**src/ext_res_pkg.sv**
```systemverilog
// Purpose: shared constants and types for the extended-resolution bank
// Assumes: 32-bit axi4-lite data, one word per register
// Notes: register offsets are word indexes, byte address is four times
package ext_res_pkg;

  // register indexes (byte address = index * 4)
  localparam logic [7:0] idx_ext_lsb = 8'h77;
  localparam logic [7:0] idx_cfg3 = 8'h78;
  localparam logic [7:0] idx_msb_12v = 8'h79;
  localparam logic [7:0] idx_msb_rem1 = 8'h7a;
  localparam logic [7:0] idx_msb_local = 8'h7b;
  localparam logic [7:0] idx_msb_rem2 = 8'h7c;
  localparam logic [7:0] idx_thermal_alarm_pin_timer = 8'h7d;
  localparam logic [7:0] idx_timer_ctrl = 8'h7e;

  // configuration three fields
  localparam int cfg_alert_bit = 0;
  localparam int cfg_thermal_alarm_pin_en_bit = 1;
  localparam int cfg_full_speed_on_thermal_bit = 2;
  localparam logic [7:0] cfg3_wmask = 8'h07;

  // reset values
  localparam logic [7:0] ext_lsb_reset = 8'h00;
  localparam logic [7:0] cfg3_reset = 8'h00;
  localparam logic [7:0] msb_reset = 8'h00;
  localparam logic [15:0] timer_reset = 16'h0000;

  // axi response codes
  localparam logic [1:0] resp_okay = 2'h0;
  localparam logic [1:0] resp_slverr = 2'h2;
  localparam logic [1:0] resp_decerr = 2'h3;

  // channel order inside the low-bits register and freeze mask
  localparam int ch_12v = 0;
  localparam int ch_rem1 = 1;
  localparam int ch_local = 2;
  localparam int ch_rem2 = 3;

  // one set of 10-bit conversion results
  typedef struct packed {
    logic [9:0] rem2;
    logic [9:0] local_temp;
    logic [9:0] rem1;
    logic [9:0] volt12;
  } conv_result_t;

endpackage

```
**src/ext_res_bank.sv**
```systemverilog
// Purpose: extended-resolution low bits, third configuration register
// Assumes: conversion results arrive synchronous to aclk with a valid pulse
// Notes: shared pin is open drain; oe high while the pin is pulled low
//
// Notes on behaviour
// - bits 1:0 of the low-bits register show the two lsbs of the 12 v result, read only.
// - bits 3:2 show the two lsbs of the first remote temperature result, read only.
// - bits 5:4 show the two lsbs of the on-chip temperature result, read only.
// - bits 7:6 show the two lsbs of the second remote temperature result, read only.
// - reading the low-bits register freezes it and the high-byte registers until those are read.
// - the low-bits register reads zero after reset.
// - the third configuration register reads zero after reset.
// - configuration bit 0 turns the shared pin into the alert output for out-of-limit events while bit 1 is zero.
// - with the thermal pin enabled, an asserted pin while fans run and full_speed_on_thermal is set drives full speed.
// - the thermal pin can start a timer when it becomes asserted.
// - while configuration bit 1 is zero the pin measures 2.5 v and is not a thermal input.
//
// Implementation choice: the AXI4-Lite interface to the registers.
`timescale 1ns/100ps
module ext_res_bank
  import ext_res_pkg::*;
#(
  parameter int addr_width = 12,
  parameter int timer_width = 16
) (
  input wire logic aclk,
  input wire logic aresetn,
  // axi4-lite write address
  input wire logic [addr_width-1:0] s_axi_awaddr,
  input wire logic s_axi_awvalid,
  output logic s_axi_awready,
  // axi4-lite write data
  input wire logic [31:0] s_axi_wdata,
  input wire logic [3:0] s_axi_wstrb,
  input wire logic s_axi_wvalid,
  output logic s_axi_wready,
  // axi4-lite write response
  output logic [1:0] s_axi_bresp,
  output logic s_axi_bvalid,
  input wire logic s_axi_bready,
  // axi4-lite read address
  input wire logic [addr_width-1:0] s_axi_araddr,
  input wire logic s_axi_arvalid,
  output logic s_axi_arready,
  // axi4-lite read data
  output logic [31:0] s_axi_rdata,
  output logic [1:0] s_axi_rresp,
  output logic s_axi_rvalid,
  input wire logic s_axi_rready,
  // conversion side
  input wire conv_result_t conv_result,
  input wire logic conv_valid,
  input wire logic out_of_limit,
  input wire logic fans_running,
  // shared pin, open drain
  input wire logic shared_pin_in,
  output logic shared_pin_out,
  output logic shared_pin_oe,
  // fan and measurement steering
  output logic fans_full_speed,
  output logic measure_2v5_enable,
  output logic frozen
);

  // result shadows seen by software
  logic [7:0] ext_lsb;
  logic [7:0] msb [4];
  logic [7:0] cfg3;
  logic timer_enable;
  logic [timer_width-1:0] thermal_alarm_pin_timer;
  logic thermal_alarm_pin_prev;

  // write channel state
  logic aw_held;
  logic w_held;
  logic [7:0] aw_index;
  logic [7:0] w_byte;
  logic w_lane0;

  // read side decode
  logic [7:0] ar_index;
  logic rd_fire;
  logic wr_fire;
  logic lsb_read;
  logic [3:0] msb_read;
  logic timer_read;
  logic thermal_asserted;

  // word index from a byte address
  function automatic logic [7:0] word_index(input logic [addr_width-1:0] a);
    return 8'(a >> 2);
  endfunction

  // which index belongs to a high-byte channel
  function automatic logic [7:0] msb_index(input int ch);
    unique case (ch)
      ch_12v: return idx_msb_12v;
      ch_rem1: return idx_msb_rem1;
      ch_local: return idx_msb_local;
      default: return idx_msb_rem2;
    endcase
  endfunction

  // read decode for mapped registers
  function automatic logic mapped(input logic [7:0] i);
    return (i >= idx_ext_lsb) && (i <= idx_timer_ctrl);
  endfunction

  assign ar_index = word_index(s_axi_araddr);
  assign rd_fire = s_axi_arvalid && s_axi_arready;
  assign wr_fire = aw_held && w_held && !s_axi_bvalid;
  assign lsb_read = rd_fire && (ar_index == idx_ext_lsb);
  assign timer_read = rd_fire && (ar_index == idx_thermal_alarm_pin_timer);

  // per-channel high-byte read strobes
  always_comb begin
    for (int c = 0; c < 4; c++) begin
      msb_read[c] = rd_fire && (ar_index == msb_index(c));
    end
  end

  // pin is a thermal input only when the thermal function is enabled
  assign thermal_asserted = cfg3[cfg_thermal_alarm_pin_en_bit] && !shared_pin_in;

  // freeze tracker; frozen equals any channel still pending, so the
  // per-channel mask is not needed here and stays inside the tracker
  read_freeze #(
    .channels(4)
  ) u_freeze (
    .aclk(aclk),
    .aresetn(aresetn),
    .lsb_read(lsb_read),
    .msb_read(msb_read),
    .frozen(frozen),
    .pending()
  );

  // low bits of every result; held while a read freeze is active
  // a result landing on the freezing read's own edge is dropped as well
  always_ff @(posedge aclk) begin
    if (!aresetn) begin
      ext_lsb <= ext_lsb_reset;
    end else if (conv_valid && !frozen && !lsb_read) begin
      ext_lsb[1:0] <= conv_result.volt12[1:0];
      ext_lsb[3:2] <= conv_result.rem1[1:0];
      ext_lsb[5:4] <= conv_result.local_temp[1:0];
      ext_lsb[7:6] <= conv_result.rem2[1:0];
    end
  end

  // high bytes share the freeze with the low bits, so software always reads
  // one consistent set; a new result is dropped, not queued, while frozen
  always_ff @(posedge aclk) begin
    if (!aresetn) begin
      for (int c = 0; c < 4; c++) begin
        msb[c] <= msb_reset;
      end
    end else if (conv_valid && !frozen && !lsb_read) begin
      msb[ch_12v] <= conv_result.volt12[9:2];
      msb[ch_rem1] <= conv_result.rem1[9:2];
      msb[ch_local] <= conv_result.local_temp[9:2];
      msb[ch_rem2] <= conv_result.rem2[9:2];
    end
  end

  // write address channel: hold one address until its response is raised
  always_ff @(posedge aclk) begin
    if (!aresetn) begin
      aw_held <= 1'b0;
      aw_index <= 8'h00;
    end else if (s_axi_awvalid && s_axi_awready) begin
      aw_held <= 1'b1;
      aw_index <= word_index(s_axi_awaddr);
    end else if (wr_fire) begin
      aw_held <= 1'b0;
    end
  end

  // write data channel: only byte lane 0 carries register bits
  always_ff @(posedge aclk) begin
    if (!aresetn) begin
      w_held <= 1'b0;
      w_byte <= 8'h00;
      w_lane0 <= 1'b0;
    end else if (s_axi_wvalid && s_axi_wready) begin
      w_held <= 1'b1;
      w_byte <= s_axi_wdata[7:0];
      w_lane0 <= s_axi_wstrb[0];
    end else if (wr_fire) begin
      w_held <= 1'b0;
    end
  end

  // ready flops drop as soon as a beat is taken, so no second beat slips in
  // a new write is only offered once the previous response has been taken
  always_ff @(posedge aclk) begin
    if (!aresetn) begin
      s_axi_awready <= 1'b0;
      s_axi_wready <= 1'b0;
    end else begin
      s_axi_awready <= !aw_held && !(s_axi_awvalid && s_axi_awready)
        && !s_axi_bvalid;
      s_axi_wready <= !w_held && !(s_axi_wvalid && s_axi_wready)
        && !s_axi_bvalid;
    end
  end

  // write response follows once both address and data are held
  // read-only targets refuse the write with slverr and keep their value
  always_ff @(posedge aclk) begin
    if (!aresetn) begin
      s_axi_bvalid <= 1'b0;
      s_axi_bresp <= resp_okay;
    end else if (wr_fire) begin
      s_axi_bvalid <= 1'b1;
      if (!mapped(aw_index)) begin
        s_axi_bresp <= resp_decerr;
      end else if (aw_index == idx_cfg3 || aw_index == idx_timer_ctrl) begin
        s_axi_bresp <= resp_okay;
      end else begin
        s_axi_bresp <= resp_slverr; // read-only target
      end
    end else if (s_axi_bvalid && s_axi_bready) begin
      s_axi_bvalid <= 1'b0;
    end
  end

  // configuration three; undefined upper bits stay zero
  // the mask keeps unimplemented bits at zero so a read-back never shows junk
  always_ff @(posedge aclk) begin
    if (!aresetn) begin
      cfg3 <= cfg3_reset;
    end else if (wr_fire && w_lane0 && aw_index == idx_cfg3) begin
      cfg3 <= w_byte & cfg3_wmask;
    end
  end

  // timer enable for the thermal pin, bit 0 of its control word
  always_ff @(posedge aclk) begin
    if (!aresetn) begin
      timer_enable <= 1'b0;
    end else if (wr_fire && w_lane0 && aw_index == idx_timer_ctrl) begin
      timer_enable <= w_byte[0];
    end
  end

  // read address: accept one address only when no answer is waiting
  // single outstanding read keeps the freeze bookkeeping to one strobe a cycle
  always_ff @(posedge aclk) begin
    if (!aresetn) begin
      s_axi_arready <= 1'b0;
    end else begin
      s_axi_arready <= !s_axi_rvalid && !rd_fire;
    end
  end

  // read data one cycle after the address is taken
  // unmapped indexes answer with zero data and a decode error
  always_ff @(posedge aclk) begin
    if (!aresetn) begin
      s_axi_rvalid <= 1'b0;
      s_axi_rdata <= 32'h0000_0000;
      s_axi_rresp <= resp_okay;
    end else if (rd_fire) begin
      s_axi_rvalid <= 1'b1;
      s_axi_rresp <= mapped(ar_index) ? resp_okay : resp_decerr;
      s_axi_rdata <= 32'h0000_0000;
      unique case (ar_index)
        idx_ext_lsb: s_axi_rdata[7:0] <= ext_lsb;
        idx_cfg3: s_axi_rdata[7:0] <= cfg3;
        idx_msb_12v: s_axi_rdata[7:0] <= msb[ch_12v];
        idx_msb_rem1: s_axi_rdata[7:0] <= msb[ch_rem1];
        idx_msb_local: s_axi_rdata[7:0] <= msb[ch_local];
        idx_msb_rem2: s_axi_rdata[7:0] <= msb[ch_rem2];
        idx_thermal_alarm_pin_timer: s_axi_rdata[timer_width-1:0] <= thermal_alarm_pin_timer;
        idx_timer_ctrl: s_axi_rdata[0] <= timer_enable;
        default: s_axi_rdata <= 32'h0000_0000;
      endcase
    end else if (s_axi_rvalid && s_axi_rready) begin
      s_axi_rvalid <= 1'b0;
    end
  end

  // last level of the thermal input, for the assertion edge
  always_ff @(posedge aclk) begin
    if (!aresetn) begin
      thermal_alarm_pin_prev <= 1'b0;
    end else begin
      thermal_alarm_pin_prev <= thermal_asserted;
    end
  end

  // assertion time counter; restarts on each new assertion, saturates,
  // and clears on read unless the pin is still counting that cycle
  // limitation: a saturated count reads all ones until it is cleared
  always_ff @(posedge aclk) begin
    if (!aresetn) begin
      thermal_alarm_pin_timer <= timer_reset[timer_width-1:0];
    end else if (timer_enable && thermal_asserted && !thermal_alarm_pin_prev) begin
      thermal_alarm_pin_timer <= timer_width'(1);
    end else if (timer_enable && thermal_asserted) begin
      if (thermal_alarm_pin_timer != '1) begin
        thermal_alarm_pin_timer <= thermal_alarm_pin_timer + timer_width'(1);
      end
    end else if (timer_read) begin
      thermal_alarm_pin_timer <= '0;
    end
  end

  // full_speed_on_thermal to full speed while the thermal input is held low
  // registered, so fans react one cycle after the pin; harmless at fan rates
  always_ff @(posedge aclk) begin
    if (!aresetn) begin
      fans_full_speed <= 1'b0;
    end else begin
      fans_full_speed <= thermal_asserted && fans_running
        && cfg3[cfg_full_speed_on_thermal_bit];
    end
  end

  // 2.5 v measurement owns the pin unless the thermal function is on
  // leaves reset enabled, matching a cleared thermal pin enable bit
  always_ff @(posedge aclk) begin
    if (!aresetn) begin
      measure_2v5_enable <= 1'b1;
    end else begin
      measure_2v5_enable <= !cfg3[cfg_thermal_alarm_pin_en_bit];
    end
  end

  // alert output is active low open drain; only pulled while routed there,
  // and never while the pin serves as the thermal input
  // the driven level is fixed low; oe alone decides whether the line is pulled
  always_ff @(posedge aclk) begin
    if (!aresetn) begin
      shared_pin_oe <= 1'b0;
      shared_pin_out <= 1'b0;
    end else begin
      shared_pin_out <= 1'b0;
      shared_pin_oe <= cfg3[cfg_alert_bit] && !cfg3[cfg_thermal_alarm_pin_en_bit]
        && out_of_limit;
    end
  end

endmodule

```
**src/read_freeze.sv**
```systemverilog
// Purpose: tracks the freeze started by a read of the low-bits register
// Assumes: at most one register read per cycle
// Notes: freeze holds until every high-byte register has been read
`timescale 1ns/100ps
module read_freeze
  import ext_res_pkg::*;
#(
  parameter int channels = 4
) (
  input wire logic aclk,
  input wire logic aresetn,
  input wire logic lsb_read,
  input wire logic [channels-1:0] msb_read,
  output logic frozen,
  output logic [channels-1:0] pending
);

  // arm all channels on a low-bits read; each high-byte read clears one
  always_ff @(posedge aclk) begin
    if (!aresetn) begin
      pending <= '0;
    end else if (lsb_read) begin
      pending <= '1;
    end else begin
      pending <= pending & ~msb_read;
    end
  end

  // freeze ends on the cycle the last pending channel is read
  always_ff @(posedge aclk) begin
    if (!aresetn) begin
      frozen <= 1'b0;
    end else if (lsb_read) begin
      frozen <= 1'b1;
    end else if ((pending & ~msb_read) == '0) begin
      frozen <= 1'b0;
    end
  end

endmodule

```
**config.mk**
```make
export PLATFORM = sky130hd
export DESIGN_NAME = ext_res_bank
export DESIGN_NICKNAME = d
export VERILOG_FILES = /design/src/ext_res_pkg.sv /design/src/ext_res_bank.sv /design/src/read_freeze.sv
export SDC_FILE = /design/constraint.sdc
export NUM_CORES = 1
export LEC_CHECK = 0
export ABC_CLOCK_PERIOD_IN_PS = 2720
export BUFFER_PORTS_ARGS = -buffer_cell sky130_fd_sc_hd__buf_2
export CELL_PAD_IN_SITES_DETAIL_PLACEMENT = 1
export CELL_PAD_IN_SITES_GLOBAL_PLACEMENT = 2
export CORE_MARGIN = 1
export CORE_UTILIZATION = 28
export CTS_CLUSTER_SIZE = 40
export DETAILED_ROUTE_END_ITERATION = 10
export PLACE_DENSITY_LB_ADDON = 0.1
export SYNTH_ARGS = -nofsm -noshare
export SYNTH_HDL_FRONTEND = slang
export SYNTH_HIERARCHICAL = 1
export SYNTH_SLANG_ARGS = --single-unit
```
**constraint.sdc**
```tcl
create_clock -name aclk -period 2.72 [get_ports aclk]
set_clock_uncertainty 0.2 [all_clocks]
set_input_delay 0.408 -clock aclk [delete_from_list [all_inputs] [get_ports aclk]]
set_output_delay 0.408 -clock aclk [all_outputs]
set_load 0.005 [all_outputs]
```
==> impl_metrics.csv <==
group,metric,value,unit
global_routing,antenna_found_initial,1,
pwr,power_frac_seq,0.531,
timing,slew_headroom,0.627,
cts,cts_tree,"done",
routing,firstDrtPassIters,6,
critical_path,crit_start,"thermal_alarm_pin_timer[0]$_SDFFE_PN0P_",
timing,grt_setup_unrepaired,"no",
critical_path,crit_path_max_fanout,13,
floorplanning,start_util,0.286,
hold_path,hold_path_depth,2,
finish,areaGrowthSynthToFinish,19.2,%
timing,min_period,2.24,ns
finish,antenna_cells,0,
pwr,power.leakage,2.44,nW
cts,cts_hold_buf,0,
timing,setup_viol,0,
yosys,seq_area_frac_synth,0.499,
routing,drt_iter0_drc,137,
critical_path,cp-start-kind,"flip-flop",
timing,max_freq,0.446,GHz
cts,clk_path_buf_depth,2,
pwr,netSwitchingFraction,0.234,
timing,slew_viol_final,0,
finish,stdcell_area,5880,µm²
cts,cts.clk_slew.worst_paths,0.07,ns
yosys,synthArstFlopShare,0,
cts,root_buffer,"clkbuf_16",
placement,dp_hpwl,9880,µm
cts,clkLatencyLatePin,0.35,ns
global_routing,overflow,0,
yosys,yosys_register_bits,107,
timing,hold_viol,0,
global_routing,grt_pass1_vias,3830,
cts,cts_sinks,107,
pwr,clkPwrFrac,0.392,
critical_path,worstSetupPathType,"reg -> reg",
yosys,ys_types,60,
routing,wirelength,13300,µm
placement,io_buffers,99,
critical_path,r2r_setup_slack,0.48,ns
floorplanning,die_w,135,µm
yosys,synth_edf_count,32,
finish,fill_cells,1976,
cts,h-tree-depth,3,
finish,multiInputGateArea,2220,µm²
yosys,synthFlopType,"dfxtp_1",
yosys,syn_inst,481,
critical_path,critPathRequiredTime,2.80,ns
status,outcome,"completed",
cts,post_cts_buffers,0,
floorplanning,num_rows,48,
timing,finalCritPeriodShare,0.824,
routing,num_vias,3908,
yosys,synth.most_common_cell,"dfxtp_1",
hold_path,worstHoldStart,"shared_pin_in",
pwr,p_comb_frac,0.077,
floorplanning,top_level_ports,157,
floorplanning,coreArea,17200,µm²
placement,placed_area,5590,µm²
critical_path,worstPathArrival,2.32,ns
placement,gp_congestion,0.708,
finish,drive_gt1_frac,0.269,
timing,finalSetupTns,0,ns
critical_path,critPathCaptureType,"flip-flop",
pwr,intPower,0.00250,W
yosys,ys.warnings.count,6,
routing,via_per_inst,4.87,
finish,seq_area,2460,µm²
pwr,peakVddDrop,0.000319,V
global_routing,grt_use_total,0.151,
cts,cts_buffers,9,
yosys,synth_area,4930,µm²
yosys,postSynthAreaPerCell,10.3,µm²
cts,cts.repair.resized,0,
yosys,synth_common_cells,"dfxtp_1 (75), nand2_1 (46), and3_1 (41)",
global_routing,grt_max_degree,65,
pwr,p_sw,0.000767,W
yosys,ys_top_cells_by_area,"dfxtp_1 (30%), edfxtp_1 (19%), and3_1 (5.2%)",
critical_path,reg2reg_from,"thermal_alarm_pin_timer[0]$_SDFFE_PN0P_",
routing,antenna_left,0,
critical_path,reg2regPathDepth,6,
yosys,synth_top_area_cell,"dfxtp_1",
routing,wire_per_inst,16.6,µm
run,max-cap-violations,0,
finish,nets,684,
global_routing,grt_pass1_wl,20900,µm
floorplanning,die_y,135,µm
floorplanning,die_area,18100,µm²
yosys,yosys.area.top_type_share,0.304,
timing,worst_pin_slew,0.558,ns
hold_path,min_path_type,"in -> reg",
pwr,p_per_area,556,nW/µm²
routing,post-route-drc-count,0,
routing by layer:
layer | track usage | vias to the layer above | wire, µm
met1 | 0.202 | 1883 | 6390
met2 | 0.242 | 90 | 6230
met5 | 0 | - | 8
met4 | 0.0337 | 2 | 103
li1 | - | 1926 | -
met3 | 0.0409 | 7 | 602
cells by family after synthesis:
group                      count (synthesis)  share of synthesized area
other                                      1                   0.000760
buffers and inverters                     52                     0.0639
and+or+nand+nor                          185                      0.220
DFF                                      107                      0.499
adders and majority gates                  1                    0.00254
AOI/OAI and AO/OA                        113                      0.162
muxes                                     21                     0.0495
xor gates and xnor gates                   1                    0.00178
layout by cell type, fill, tap and decap left out, types with 3 or more instances in the layout:
cell / count
nor3_2: 4
a21oi_1: 6
conb_1: 17
mux2i_1: 12
a221oi_1: 7
and3_1: 41
a31oi_1: 7
buf_2: 99
mux2_2: 7
buf_4: 13
edfxtp_1: 32
and4b_1: 3
nor2_1: 16
a21boi_0: 15
o21a_1: 6
dfxtp_1: 75
nand4_1: 7
nor2b_1: 22
a22oi_1: 6
and2_1: 6
o21ai_1: 4
clkbuf_16: 9
nand2b_1: 4
nor3b_1: 5
nand3_1: 12
o21ai_0: 29
nand2_1: 46
a22o_1: 16
final timing paths:
| path | end |
|---|---|
| hold reg to reg | s_axi_rdata[1]$_SDFFE_PN0N_ |
| setup / recovery | thermal_alarm_pin_timer[9]$_SDFFE_PP0P_ |
| setup reg to reg | thermal_alarm_pin_timer[9]$_SDFFE_PP0P_ |
| hold / removal | thermal_alarm_pin_prev$_SDFF_PN0_ |
state kept, by name (all words and copies together) (netlist names), 2 cells and up:
name                     cells
ext_lsb                      8
u_freeze/pending             4
cfg3                         3
s_axi_bresp                  2
aw_index                     8
w_byte                       3
thermal_alarm_pin_timer     16
s_axi_rdata                 16
msb                         32
final cells by class:
cell class | instances | area share
flip-flops and latches | 107 | 0.419
clock inverters | 4 | 0.00532
inverters | 3 | 0.00192
well taps | 225 | 0.0479
multi-input cells | 338 | 0.378
repair buffers | 113 | 0.104
clock buffers | 12 | 0.0436
worst max-delay path: stages, from the launching register on:
cell	delay, ns
dfxtp_1	0.43
ha_1	0.25
nand3_1	0.19
nor4_4	0.41
a32o_2	0.46
o21ai_0	0.15
o21ai_0	0.08
per-stage QoR:
| stage | worst slack, ns | utilization | hold WS, ns | std cells | total power, W |
|---|---|---|---|---|---|
| floorplan | 0.331 | - | 0.205 | 497 | 0.00193 |
| global placement | 0.326 | 0.324 | 0.225 | 786 | 0.00202 |
| detailed placement | 0.248 | 0.324 | 0.240 | 786 | 0.00203 |
| CTS | 0.433 | 0.341 | 0.0546 | 802 | 0.00334 |
| global route | 0.211 | 0.341 | 0.0574 | 802 | 0.00342 |
| finish | 0.479 | 0.341 | 0.0797 | 802 | 0.00327 |
power groups by stage:
stage	Sequential [W]	Clock (W)	Combinational (W)
after floorplan	0.00176	0	0.000165
after global routing	0.00174	0.00139	0.000282
final	0.00174	0.00128	0.000253
after CTS	0.00174	0.00134	0.000259
after detailed placement	0.00177	0	0.000258
after global placement	0.00177	0	0.000253
No activity file was read; power rests on OpenSTA's default activity.
